**config.mk**
```make
export PLATFORM = sky130hd
export DESIGN_NAME = anpd_top
export DESIGN_NICKNAME = d
export VERILOG_FILES = /design/src/logic/anpd_pkg.sv /design/src/logic/anpd_top.sv
export VERILOG_INCLUDE_DIRS = /design/src /design/src/logic
export SDC_FILE = /design/constraint.sdc
export NUM_CORES = 1
export LEC_CHECK = 0
export BUFFER_PORTS_ARGS = -buffer_cell sky130_fd_sc_hd__buf_2
export CORE_UTILIZATION = 50
export CTS_CLUSTER_DIAMETER = 200
export DETAILED_ROUTE_END_ITERATION = 16
export PLACE_DENSITY = 0.76
export SLEW_MARGIN = 20
export SYNTH_ARGS = -nofsm -noshare
export SYNTH_HDL_FRONTEND = slang
export SYNTH_SLANG_ARGS = --single-unit
export TNS_END_PERCENT = 10
```
**constraint.sdc**
```tcl
create_clock -name i_core_clk -period 2.1 [get_ports i_core_clk]
set_input_delay 0.42 -clock i_core_clk [delete_from_list [all_inputs] [get_ports i_core_clk]]
set_output_delay 0.42 -clock i_core_clk [all_outputs]
set_load 0.02 [all_outputs]
```
**src/logic/anpd_regs.svh**
```systemverilog
// register offsets, field positions, reset values and timing counts
`ifndef ANPD_REGS_SVH
`define ANPD_REGS_SVH
`define ANPD_REG_CTRL   5'h00
`define ANPD_REG_STAT   5'h01
`define ANPD_REG_ADV    5'h04
`define ANPD_REG_LPA    5'h05
`define ANPD_REG_EXP    5'h06
`define ANPD_REG_QSTAT  5'h11
`define ANPD_REG_XSTAT  5'h13
`define ANPD_CTRL_SRST  15
`define ANPD_CTRL_SPD   13
`define ANPD_CTRL_ANEN  12
`define ANPD_CTRL_RSTRT 9
`define ANPD_CTRL_FDX   8
`define ANPD_STAT_ANC   5
`define ANPD_STAT_RF    4
`define ANPD_STAT_ANA   3
`define ANPD_STAT_LINK  2
`define ANPD_AB_RF      13
`define ANPD_AB_T4      9
`define ANPD_AB_100FD   8
`define ANPD_AB_100HD   7
`define ANPD_AB_10FD    6
`define ANPD_AB_10HD    5
`define ANPD_EXP_PDF    4
`define ANPD_EXP_LPAN   0
`define ANPD_Q_SPD      15
`define ANPD_Q_FDX      14
`define ANPD_Q_ANC      4
`define ANPD_Q_NOSIG    3
`define ANPD_Q_RF       1
`define ANPD_Q_LINK     0
`define ANPD_X_RF       13
`define ANPD_ADV_RST    16'h01e1
`define ANPD_PRE_ONES   6'h20
`define ANPD_CLK_NS     10
`define ANPD_LISTEN_NS  50000000
`define ANPD_LISTEN_CYC ((`ANPD_LISTEN_NS + `ANPD_CLK_NS - 1) / `ANPD_CLK_NS)
`endif

```
**src/logic/anpd_pkg.sv**
```systemverilog
// types of the negotiation and parallel detection block
package anpd_pkg;
   typedef enum logic [2:0] {AN_IDLE, AN_LISTEN, AN_RESOLVE, AN_PDET, AN_DONE} anpd_an_t;
   typedef enum logic [2:0] {MD_PRE, MD_HDR, MD_TA, MD_RD, MD_WR} anpd_md_t;
   typedef struct packed {
      logic [1:0]  mdc_sy;
      logic        mdc_d;
      logic [1:0]  mdio_sy;
      logic [4:0]  phy_s1;
      logic [4:0]  phy_s2;
      anpd_md_t    md;
      logic [5:0]  ones;
      logic [5:0]  cnt;
      logic        rd_op;
      logic [15:0] sh;
      logic [15:0] rd;
      logic [4:0]  rreg;
      logic        mdio_out;
      logic        mdio_oe;
      logic        soft_rst;
      logic        restart;
      logic        an_en;
      logic        spd;
      logic        fdx;
      logic [15:0] adv;
      logic [15:0] lpa;
      logic        lp_an;
      logic        pd_fault;
      logic        rf;
      logic        anc;
      logic        no_sig;
      anpd_an_t    an;
      logic [31:0] timer;
      logic        tx_flp;
      logic        sel100;
      logic        selfdx;
      logic        en100;
      logic        en10;
      logic [15:0] tx_page;
   } anpd_state_t;
endpackage : anpd_pkg

```
**src/logic/anpd_top.sv**
```systemverilog
// negotiation arbitration, parallel detection and management registers
`include "anpd_regs.svh"

module anpd_top
   import anpd_pkg::*;
#(
   parameter int unsigned P_LISTEN_CYC = `ANPD_LISTEN_CYC
) (
   // clock and reset
   input  wire logic        i_core_clk,
   input  wire logic        i_reset_n,
   // serial management pins
   input  wire logic        i_mdc,
   input  wire logic        i_mdio,
   output logic             o_mdio,
   output logic             o_mdio_oe,
   input  wire logic [4:0]  i_phy_addr,
   // line-side detectors
   input  wire logic [15:0] i_rx_page,
   input  wire logic        i_rx_page_vld,
   input  wire logic        i_nlp_seen,
   input  wire logic        i_idle100_seen,
   input  wire logic        i_signal_present,
   input  wire logic        i_link_fail,
   input  wire logic        i_local_fault,
   // technology control
   output logic [15:0]      o_tx_page,
   output logic             o_tx_flp_en,
   output logic             o_en_100,
   output logic             o_en_10,
   output logic             o_full_duplex,
   output logic             o_mii_rate_100,
   output logic             o_an_complete
);

   anpd_state_t s_r;
   anpd_state_t s_nxt;
   logic        rise;
   logic        fall;
   logic        mbit;
   logic [15:0] hsh;
   logic [3:0]  common;

   // register read decode
   function automatic logic [15:0] rd_reg(input anpd_state_t s, input logic [4:0] a);
      logic [15:0] v;
      v = 16'h0000;
      case (a)
         `ANPD_REG_CTRL: begin
            v[`ANPD_CTRL_SPD]  = s.spd;
            v[`ANPD_CTRL_ANEN] = s.an_en;
            v[`ANPD_CTRL_FDX]  = s.fdx;
         end
         `ANPD_REG_STAT: begin
            v[`ANPD_STAT_ANC]  = s.anc;
            v[`ANPD_STAT_RF]   = s.rf;
            v[`ANPD_STAT_ANA]  = 1'b1;
            v[`ANPD_STAT_LINK] = s.anc;
         end
         `ANPD_REG_ADV:  v = s.tx_page;
         `ANPD_REG_LPA:  v = s.lpa;
         `ANPD_REG_EXP: begin
            v[`ANPD_EXP_PDF]  = s.pd_fault;
            v[`ANPD_EXP_LPAN] = s.lp_an;
         end
         `ANPD_REG_QSTAT: begin
            v[`ANPD_Q_SPD]   = s.sel100;
            v[`ANPD_Q_FDX]   = s.selfdx;
            v[`ANPD_Q_ANC]   = s.anc;
            v[`ANPD_Q_NOSIG] = s.no_sig;
            v[`ANPD_Q_RF]    = s.rf;
            v[`ANPD_Q_LINK]  = s.anc;
         end
         `ANPD_REG_XSTAT: v[`ANPD_X_RF] = s.rf;
         default:         v = 16'h0000;
      endcase
      return v;
   endfunction : rd_reg

   // next-state logic for the whole block
   always_comb begin
      s_nxt = s_r;
      hsh   = 16'h0000;
      // management pins pass two flops before anything reads them
      s_nxt.mdc_sy  = {s_r.mdc_sy[0], i_mdc};
      s_nxt.mdc_d   = s_r.mdc_sy[1];
      s_nxt.mdio_sy = {s_r.mdio_sy[0], i_mdio};
      s_nxt.phy_s1  = i_phy_addr;
      s_nxt.phy_s2  = s_r.phy_s1;
      rise = s_r.mdc_sy[1] & ~s_r.mdc_d;
      fall = ~s_r.mdc_sy[1] & s_r.mdc_d;
      mbit = s_r.mdio_sy[1];
      s_nxt.soft_rst = 1'b0;
      s_nxt.restart  = 1'b0;

      // management frame engine: sample on mdc rise, drive on mdc fall
      case (s_r.md)
         MD_PRE: begin
            if (rise) begin
               if (mbit) begin
                  if (s_r.ones != `ANPD_PRE_ONES) begin
                     s_nxt.ones = s_r.ones + 6'h01;
                  end
               end else begin
                  if (s_r.ones == `ANPD_PRE_ONES) begin
                     s_nxt.md  = MD_HDR;
                     s_nxt.cnt = 6'h00;
                  end
                  s_nxt.ones = 6'h00;
               end
            end
         end
         MD_HDR: begin
            if (rise) begin
               hsh      = {s_r.sh[14:0], mbit};
               s_nxt.sh = hsh;
               s_nxt.cnt = s_r.cnt + 6'h01;
               if (s_r.cnt == 6'h0c) begin
                  s_nxt.cnt  = 6'h00;
                  s_nxt.rreg = hsh[4:0];
                  s_nxt.md   = MD_PRE;
                  // foreign address or bad opcode: stay off the wire
                  if (hsh[12] && hsh[9:5] == s_r.phy_s2) begin
                     if (hsh[11:10] == 2'b10) begin
                        s_nxt.md    = MD_TA;
                        s_nxt.rd_op = 1'b1;
                        s_nxt.rd    = rd_reg(s_r, hsh[4:0]);
                        // latched bits clear on read; later sets override
                        if (hsh[4:0] == `ANPD_REG_STAT || hsh[4:0] == `ANPD_REG_QSTAT
                            || hsh[4:0] == `ANPD_REG_XSTAT) begin
                           s_nxt.rf = 1'b0;
                        end
                        if (hsh[4:0] == `ANPD_REG_EXP) begin
                           s_nxt.pd_fault = 1'b0;
                        end
                     end else if (hsh[11:10] == 2'b01) begin
                        s_nxt.md    = MD_TA;
                        s_nxt.rd_op = 1'b0;
                     end
                  end
               end
            end
         end
         MD_TA: begin
            if (s_r.rd_op && fall) begin
               s_nxt.cnt = s_r.cnt + 6'h01;
               if (s_r.cnt == 6'h01) begin
                  s_nxt.mdio_oe  = 1'b1;
                  s_nxt.mdio_out = 1'b0;
                  s_nxt.md       = MD_RD;
                  s_nxt.cnt      = 6'h00;
               end
            end else if (!s_r.rd_op && rise) begin
               s_nxt.cnt = s_r.cnt + 6'h01;
               if (s_r.cnt == 6'h01) begin
                  s_nxt.md  = MD_WR;
                  s_nxt.cnt = 6'h00;
               end
            end
         end
         MD_RD: begin
            if (fall) begin
               if (s_r.cnt == 6'h10) begin
                  s_nxt.mdio_oe  = 1'b0;
                  s_nxt.mdio_out = 1'b0;
                  s_nxt.md       = MD_PRE;
               end else begin
                  s_nxt.mdio_out = s_r.rd[15];
                  s_nxt.rd       = {s_r.rd[14:0], 1'b0};
                  s_nxt.cnt      = s_r.cnt + 6'h01;
               end
            end
         end
         MD_WR: begin
            if (rise) begin
               hsh       = {s_r.sh[14:0], mbit};
               s_nxt.sh  = hsh;
               s_nxt.cnt = s_r.cnt + 6'h01;
               if (s_r.cnt == 6'h0f) begin
                  s_nxt.md = MD_PRE;
                  case (s_r.rreg)
                     `ANPD_REG_CTRL: begin
                        s_nxt.an_en    = hsh[`ANPD_CTRL_ANEN];
                        s_nxt.spd      = hsh[`ANPD_CTRL_SPD];
                        s_nxt.fdx      = hsh[`ANPD_CTRL_FDX];
                        s_nxt.soft_rst = hsh[`ANPD_CTRL_SRST];
                        s_nxt.restart  = hsh[`ANPD_CTRL_RSTRT];
                     end
                     `ANPD_REG_ADV: s_nxt.adv = hsh;
                     default: s_nxt.md = MD_PRE;
                  endcase
               end
            end
         end
         default: s_nxt.md = MD_PRE;
      endcase

      // line observations
      s_nxt.no_sig = ~i_signal_present;
      common = s_r.adv[`ANPD_AB_100FD:`ANPD_AB_10HD] & s_r.lpa[`ANPD_AB_100FD:`ANPD_AB_10HD];

      // arbitration
      case (s_r.an)
         AN_IDLE: begin
            s_nxt.tx_flp = 1'b0;
            if (s_r.an_en) begin
               s_nxt.an    = AN_LISTEN;
               s_nxt.timer = 32'h0000_0000;
               s_nxt.anc   = 1'b0;
               s_nxt.en100 = 1'b0;
               s_nxt.en10  = 1'b0;
            end
         end
         AN_LISTEN: begin
            s_nxt.tx_flp = 1'b1;
            s_nxt.timer  = s_r.timer + 32'h0000_0001;
            if (i_rx_page_vld) begin
               s_nxt.lpa   = i_rx_page;
               s_nxt.lp_an = 1'b1;
               s_nxt.an    = AN_RESOLVE;
               if (i_rx_page[`ANPD_AB_RF]) begin
                  s_nxt.rf = 1'b1;
               end
            end else if (i_nlp_seen && i_idle100_seen) begin
               // ambiguous line: enable nothing and keep trying
               s_nxt.pd_fault = 1'b1;
               s_nxt.en100    = 1'b0;
               s_nxt.en10     = 1'b0;
               s_nxt.timer    = 32'h0000_0000;
            end else if (i_nlp_seen) begin
               s_nxt.sel100 = 1'b0;
               s_nxt.an     = AN_PDET;
            end else if (i_idle100_seen) begin
               s_nxt.sel100 = 1'b1;
               s_nxt.an     = AN_PDET;
            end else if (s_r.timer >= 32'(P_LISTEN_CYC - 1)) begin
               s_nxt.timer = 32'h0000_0000;
            end
         end
         AN_RESOLVE: begin
            s_nxt.tx_flp = 1'b0;
            s_nxt.an     = AN_DONE;
            s_nxt.anc    = 1'b1;
            // fixed priority; the 100 Mb/s four-pair mode is never chosen
            if (common[3]) begin
               s_nxt.sel100 = 1'b1;
               s_nxt.selfdx = 1'b1;
            end else if (common[2]) begin
               s_nxt.sel100 = 1'b1;
               s_nxt.selfdx = 1'b0;
            end else if (common[1]) begin
               s_nxt.sel100 = 1'b0;
               s_nxt.selfdx = 1'b1;
            end else if (common[0]) begin
               s_nxt.sel100 = 1'b0;
               s_nxt.selfdx = 1'b0;
            end else begin
               s_nxt.an     = AN_LISTEN;
               s_nxt.anc    = 1'b0;
               s_nxt.timer  = 32'h0000_0000;
            end
            if (common != 4'h0) begin
               s_nxt.en100 = common[3] | common[2];
               s_nxt.en10  = ~(common[3] | common[2]);
            end
         end
         AN_PDET: begin
            s_nxt.tx_flp = 1'b0;
            s_nxt.lp_an  = 1'b0;
            s_nxt.selfdx = 1'b0;
            if (s_r.sel100) begin
               s_nxt.lpa[`ANPD_AB_100HD] = 1'b1;
            end else begin
               s_nxt.lpa[`ANPD_AB_10HD] = 1'b1;
            end
            s_nxt.anc   = 1'b1;
            s_nxt.en100 = s_r.sel100;
            s_nxt.en10  = ~s_r.sel100;
            s_nxt.an    = AN_DONE;
         end
         AN_DONE: begin
            s_nxt.tx_flp = 1'b0;
            if (i_link_fail) begin
               s_nxt.restart = 1'b1;
            end
         end
         default: s_nxt.an = AN_IDLE;
      endcase

      // restart or disable: machine back to idle, sticky status kept
      if (s_r.restart || !s_r.an_en) begin
         s_nxt.an     = AN_IDLE;
         s_nxt.tx_flp = 1'b0;
         s_nxt.anc    = 1'b0;
         s_nxt.timer  = 32'h0000_0000;
      end
      if (!s_r.an_en) begin
         // forced mode follows the control bits directly
         s_nxt.sel100 = s_r.spd;
         s_nxt.selfdx = s_r.fdx;
         s_nxt.en100  = s_r.spd;
         s_nxt.en10   = ~s_r.spd;
      end

      // software reset: as the hardware reset on the negotiation state and registers; sel100, selfdx and the frame engine keep their values
      if (s_r.soft_rst) begin
         s_nxt.an       = AN_IDLE;
         s_nxt.timer    = 32'h0000_0000;
         s_nxt.tx_flp   = 1'b0;
         s_nxt.anc      = 1'b0;
         s_nxt.lp_an    = 1'b0;
         s_nxt.pd_fault = 1'b0;
         s_nxt.rf       = 1'b0;
         s_nxt.lpa      = 16'h0000;
         s_nxt.en100    = 1'b0;
         s_nxt.en10     = 1'b0;
         s_nxt.an_en    = 1'b1;
         s_nxt.spd      = 1'b1;
         s_nxt.fdx      = 1'b1;
         s_nxt.adv      = `ANPD_ADV_RST;
      end

      // outgoing word carries the local fault as remote fault
      s_nxt.tx_page = s_nxt.adv;
      s_nxt.tx_page[`ANPD_AB_RF] = s_nxt.adv[`ANPD_AB_RF] | i_local_fault;
   end

   // single state register
   always_ff @(posedge i_core_clk or negedge i_reset_n) begin
      if (!i_reset_n) begin
         s_r         <= '0;
         s_r.an_en   <= 1'b1;
         s_r.spd     <= 1'b1;
         s_r.fdx     <= 1'b1;
         s_r.adv     <= `ANPD_ADV_RST;
         s_r.tx_page <= `ANPD_ADV_RST;
      end else begin
         s_r <= s_nxt;
      end
   end

   // outputs straight from the state flops
   assign o_mdio         = s_r.mdio_out;
   assign o_mdio_oe      = s_r.mdio_oe;
   assign o_tx_page      = s_r.tx_page;
   assign o_tx_flp_en    = s_r.tx_flp;
   assign o_en_100       = s_r.en100;
   assign o_en_10        = s_r.en10;
   assign o_full_duplex  = s_r.selfdx;
   assign o_mii_rate_100 = s_r.sel100;
   assign o_an_complete  = s_r.anc;

endmodule : anpd_top

```
# Word level (Yosys, flattened, before mapping)
# Cells that the tools add are included.
# op_classes
n_addsub	3
magnitude_cmp	1
n_eq_ne	61
n_mux	130
bitwise_logic	11
reduce_logical	50
# ops
op	count
35-bit two-way mux	5
32-bit two-way mux	5
32-bit case mux with 3 select lines	1
21-bit two-way mux	4
16-bit two-way mux	5
36-bit two-way mux	2
6-bit two-way mux	10
3-bit two-way mux	18
44-bit two-way mux	1
39-bit two-way mux	1
2-bit two-way mux	18
4-bit inequality test (second input constant)	9
32-bit by 1-bit adder with 32-bit output (second input constant)	1
32-bit by 23-bit greater-or-equal comparator with 1-bit output (second input constant)	1
16-bit case mux with 2 select lines	1
15-bit two-way mux	2
15-bit case mux with 2 select lines	1
3-bit case mux with 5 select lines	2
6-bit case mux with 5 select lines	1
2-bit inequality test (second input constant)	14
1-bit two-way mux	26
3-bit inequality test (second input constant)	7
5-bit by 3-bit == test with 1-bit output (second input constant)	4
2-bit nonzero test	10
other kinds (52)	107
# word_totals
regBits	167
inputBits	31
out_inout_bits	24
word_cells	292

# Depth between registers and ports, before layout
# logic_depth
ltp_word	14
mapped_depth	9
mapped_depth_nobuf	7

# Worst setup path before layout
# Ideal clock, no wire load.
# synth_path
kind	reg-to-reg
from	register s_r[138] in the netlist's numbering
to	register s_r[110] in the netlist's numbering
setup_ps	125
t_arrival_ps	1946
required_ps	1975
setup_slack_ps	29
stages_incl_launch_ff	10
path_buffers	2
period_less_slack_ps	2071
path_cell_list	dfrtp_1 -> inv_1 -> ha_1 -> and3b_1 -> a21oi_1 -> o22ai_1 -> a211o_1 -> buf_6 -> buf_12 -> mux2_4
# synth_via
elab_chain_len	3
word_cells_on_any_way	5
classes_between	4 x eq/ne; 1 x reduce/logical
# synth_rtl
element	line_no	source
start, declared	anpd_top.sv:36	anpd_state_t s_r;
start signal, assigned	anpd_top.sv:338	s_r <= s_nxt;
6-bit by 5-bit == test with 1-bit output / 6-bit by 4-bit == test with 1-bit output (equally long branches)	anpd_top.sv:163, anpd_top.sv:118	
2-bit inequality test (no source line)	--	
7-bit AND reduction (no source line) (*)	--	
# Mark *: on every way between the ends. The rest lies on a longest branch, timed or not.
# A chain may end at the register's enable or synchronous reset.

# Worst setup path after layout
# layout_path
from	register s_r[150] in the netlist's numbering
to	register s_r[111] in the netlist's numbering
# layout_via
elab_chain_len	3
word_cells_on_any_way	11
classes_between	8 x eq/ne; 1 x mux; 2 x reduce/logical
# layout_rtl
element	line_no	source
3-bit by 1-bit == test with 1-bit output / 3-bit by 2-bit == test with 1-bit output (equally long branches)	anpd_top.sv:97	case (s_r.md)
2-bit inequality test (no source line) / 2-bit nonzero test (equally long branches)	--	
7-bit AND reduction (no source line)	--	
# Several ways; a longest one is shown, not always the timed one.

==> metrics.md <==
| Metric | Value |
|---|---|
| Share of final-layout standard cells stronger than drive strength 1 | 28.94% |
| Cell Rows | 40 |
| Minimum clock period after layout | 2027 ps |
| Uppermost routed layer | met4 |
| Number of enable-type register cells in the synthesized netlist | 0 |
| Clock latency of the later-clocked register in the worst-skew pair | 420 ps |
| Routed vias | 5014 |
| Critical path arrival | 2320 ps |
| Final Routed Wirelength | 15380 um |
| Total Die Area | 12770 um2 |
| Largest vdd supply drop | 0.6977 mV |
| Cell total after placement | 809 |
| Switching power share of the total | 23.75% |
| GR Overflow Total | 0 |
| Highest fanout seen on the critical path | 12 |
| DR iter-0 viols | 463 |
| Areal power density over the cells | 733.0 nW/um2 |
| Async set-or-reset flop fraction in the synthesized netlist | 100.0% |
| Hold Fails Final Rpt | 0 |
| Final slew viol count | 0 |
| Nets in the synthesized netlist | 650 |
| Wire length the detailed router placed on met1 | 6792 um |
| Number of clock sinks seen by CTS | 120 |
| Most common cell after layout, fill and taps aside | sky130_fd_sc_hd__dfrtp_1 |
| Leakage power of the design | 3.391 nW |
| Vertical die dimension | 113.0 um |
| Largest net degree at the start of global routing | 55 |
| Status | finished clean |
| Horiz. Die Dim | 113.0 um |
| Top Ports | 55 |
| Share of synthesized area occupied by flip-flops and latches | 48.91% |
| TritonCTS buffer count | 17 |
| Hold crit path type | primary input to register |
| Top library cells by usage in the layout, fill and taps aside | 112 x sky130_fd_sc_hd__dfrtp_1, 105 x sky130_fd_sc_hd__nand2_1, 53 x sky130_fd_sc_hd__buf_2 |
| Antenna violations before repair | 0 |
| Post-route DRC violation count | 0 |
| I/O Buffers | 54 |
| Reported max-cap violation count | 0 |
| Area growth syn-to-layout | 19.50% |
| Logic gate share of total power | 4.9% |
| Total negative slack | 0 ps |
| Starting density of the core | 51.28% |
| First-pass GRT wire length | 24670 um |
| R2R cell count | 6 |
| Post-Synthesis Mean Instance Area | 10.05 um2 |
| Buffers from clock root to sink, at most | 2 |
| Achievable frequency | 493.4 MHz |
| Worst slew slack as a fraction of its limit | 64.27% |
| Number of H-tree levels | 4 |
| Cell at the root of the clock tree | sky130_fd_sc_hd__clkbuf_16 |
| Gate count of the mapped netlist | 613 |
| CP Class | register to register |
| Clock transition at the registers of the reported paths | 60 ps |
| Vias per inst | 5.934 |
| Vias in the first global route | 4893 |
| Pint | 4.114 mW |
| Share of the clock period used by the worst path | 96.52% |
| Worst path required time | 2400 ps |
| Share of total power in sequential cells | 44.7% |
| Core Region | 12010 um2 |
| GRT Util Overall | 25.09% |
| Residual antenna-violating net count after detailed routing | 0 |
| Global placer's final weighted congestion | 0.9352 |
| Number of nets in the layout | 722 |
| Total iterations of the first detailed-routing run | 5 |
| Total net switching power | 1.282 mW |
| Yosys warning count | 0 |
| Met2 WL | 7645 um |
| Number of cells on the worst hold path | 1 |
| Crit path capture type | register |
| Routed met3 length | 693 um |
| Clock group share of total power | 50.5% |
| Total standard cell area after synthesis | 6160 um2 |
| Diodes inserted | 0 |
| Synth unique cells | 73 |
| Number of setup violations in the final report | 0 |
| Maximum clock skew at final layout | 9.168 ps |
| TritonCTS clock tree | yes |
| Filler Cells Inserted | 979 |
| Most instantiated flip-flop cell in the synthesis netlist | sky130_fd_sc_hd__dfrtp_1 |
| Average wire length per cell after detail routing | 18.20 um |
| Non-filler cells in the finished layout | 845 |
| Startpoint type of the worst setup path | register |
| DP Wirelength | 10890 um |
| Total of flip-flops plus latches after synthesis | 120 |
| Slew at the pin closest to its max-slew limit | 534.6 ps |
cells by family after synthesis:
logic type	synth area share, %
flops	48.91
mux	10.70
compound gates	14.73
xor+xnor	0.8531
simple gates	17.98
buf+inv	5.606
fa+ha+maj	1.219
stage by stage:
step	utilization, %	hold slack [ps]	setup slack, ps	instance area [um2]	power (mW)
finish	61.28	108.0	73.10	7361	5.395
detailed placement	55.90	337.1	25.61	6714	2.708
global route	61.28	88.32	-8.561	7361	5.575
CTS	60.61	91.76	13.54	7281	5.440
floorplan	-	124.4	29.22	6160	2.565
global placement	55.90	333.6	108.9	6714	2.695
layout make-up:
type,instances,area [um2],share of cell area (%)
clock inverters,14,127.6,1.734
well taps,147,183.9,2.499
clock buffers,18,429.2,5.830
inverters,14,52.55,0.7139
repair buffers,105,713.2,9.689
multi-input cells,427,2841,38.60
flip-flops and latches,120,3013,40.93
final timing paths:
kind	from	to	slack, ps
max reg2reg	s_r[150]	s_r[111]	70
min in group asynchronous	i_reset_n	s_r[151]	470
max	s_r[150]	s_r[111]	70
min	i_phy_addr[1]	s_nxt[154]	110
min reg2reg	s_nxt[157]	s_r[157]	350
max in group asynchronous	i_reset_n	s_r[94]	960
cell usage after synthesis (all sizes together), types with 7 or more instances:
| library cell | n | area share (%) |
|---|---|---|
| mux2 | 41 | 8.1 |
| a21oi | 38 | 3.1 |
| nand2 | 106 | 6.5 |
| a31oi | 9 | 0.91 |
| nor2 | 26 | 1.6 |
| dfrtp | 112 | 46 |
| mux2i | 16 | 2.6 |
| inv | 14 | 0.85 |
| buf | 31 | 3.5 |
| dfstp | 8 | 3.4 |
| a22o | 11 | 1.6 |
| nand3b | 7 | 0.85 |
| nand3 | 10 | 0.89 |
| o21ai | 31 | 2.5 |
| nor2b | 11 | 1.1 |
| nor3 | 14 | 1.1 |
| clkbuf | 21 | 1.3 |
metal layers:
metal  track usage, %  up-vias
met5                0        -
met4            8.684        0
met3            6.052       23
met2            41.36      168
met1            32.59     2494
li1                 -     2329
what timing repair did:
action / 4_1_cts / 5_1_grt
hold buffers: 1 / 0
setup endpoints to repair: 0 / 21
gates resized for setup: 0 / 10
endpoints found under the hold margin: 26 / 0
setup buffers: 0 / 2
state kept, by name (all words and copies together), names as in the netlist:
signal / cells
o_an_complete: 1
s_nxt: 8
o_en_10: 1
s_r: 88
o_mii_rate_100: 1
o_tx_flp_en: 1
o_en_100: 1
o_tx_page: 15
o_full_duplex: 1
mbit: 1
o_mdio_oe: 1
o_mdio: 1
power groups by stage:
stage	Clock, mW	Sequential (mW)	Combinational [mW]
3_5_place_dp	0	2.45	0.259
6_report	2.72	2.41	0.263
5_1_grt	2.87	2.42	0.292
3_3_place_gp	0	2.45	0.249
2_1_floorplan	0	2.45	0.120
4_1_cts	2.77	2.41	0.262
critical path, cell delays in order (launching register included):
cell	delay, ps
sky130_fd_sc_hd__dfrtp_1	540
sky130_fd_sc_hd__nor3b_2	310
sky130_fd_sc_hd__and2_1	180
sky130_fd_sc_hd__o22ai_1	80
sky130_fd_sc_hd__a211o_4	310
sky130_fd_sc_hd__clkbuf_16	180
sky130_fd_sc_hd__mux2_4	300
(Power assumes the default switching activity.)
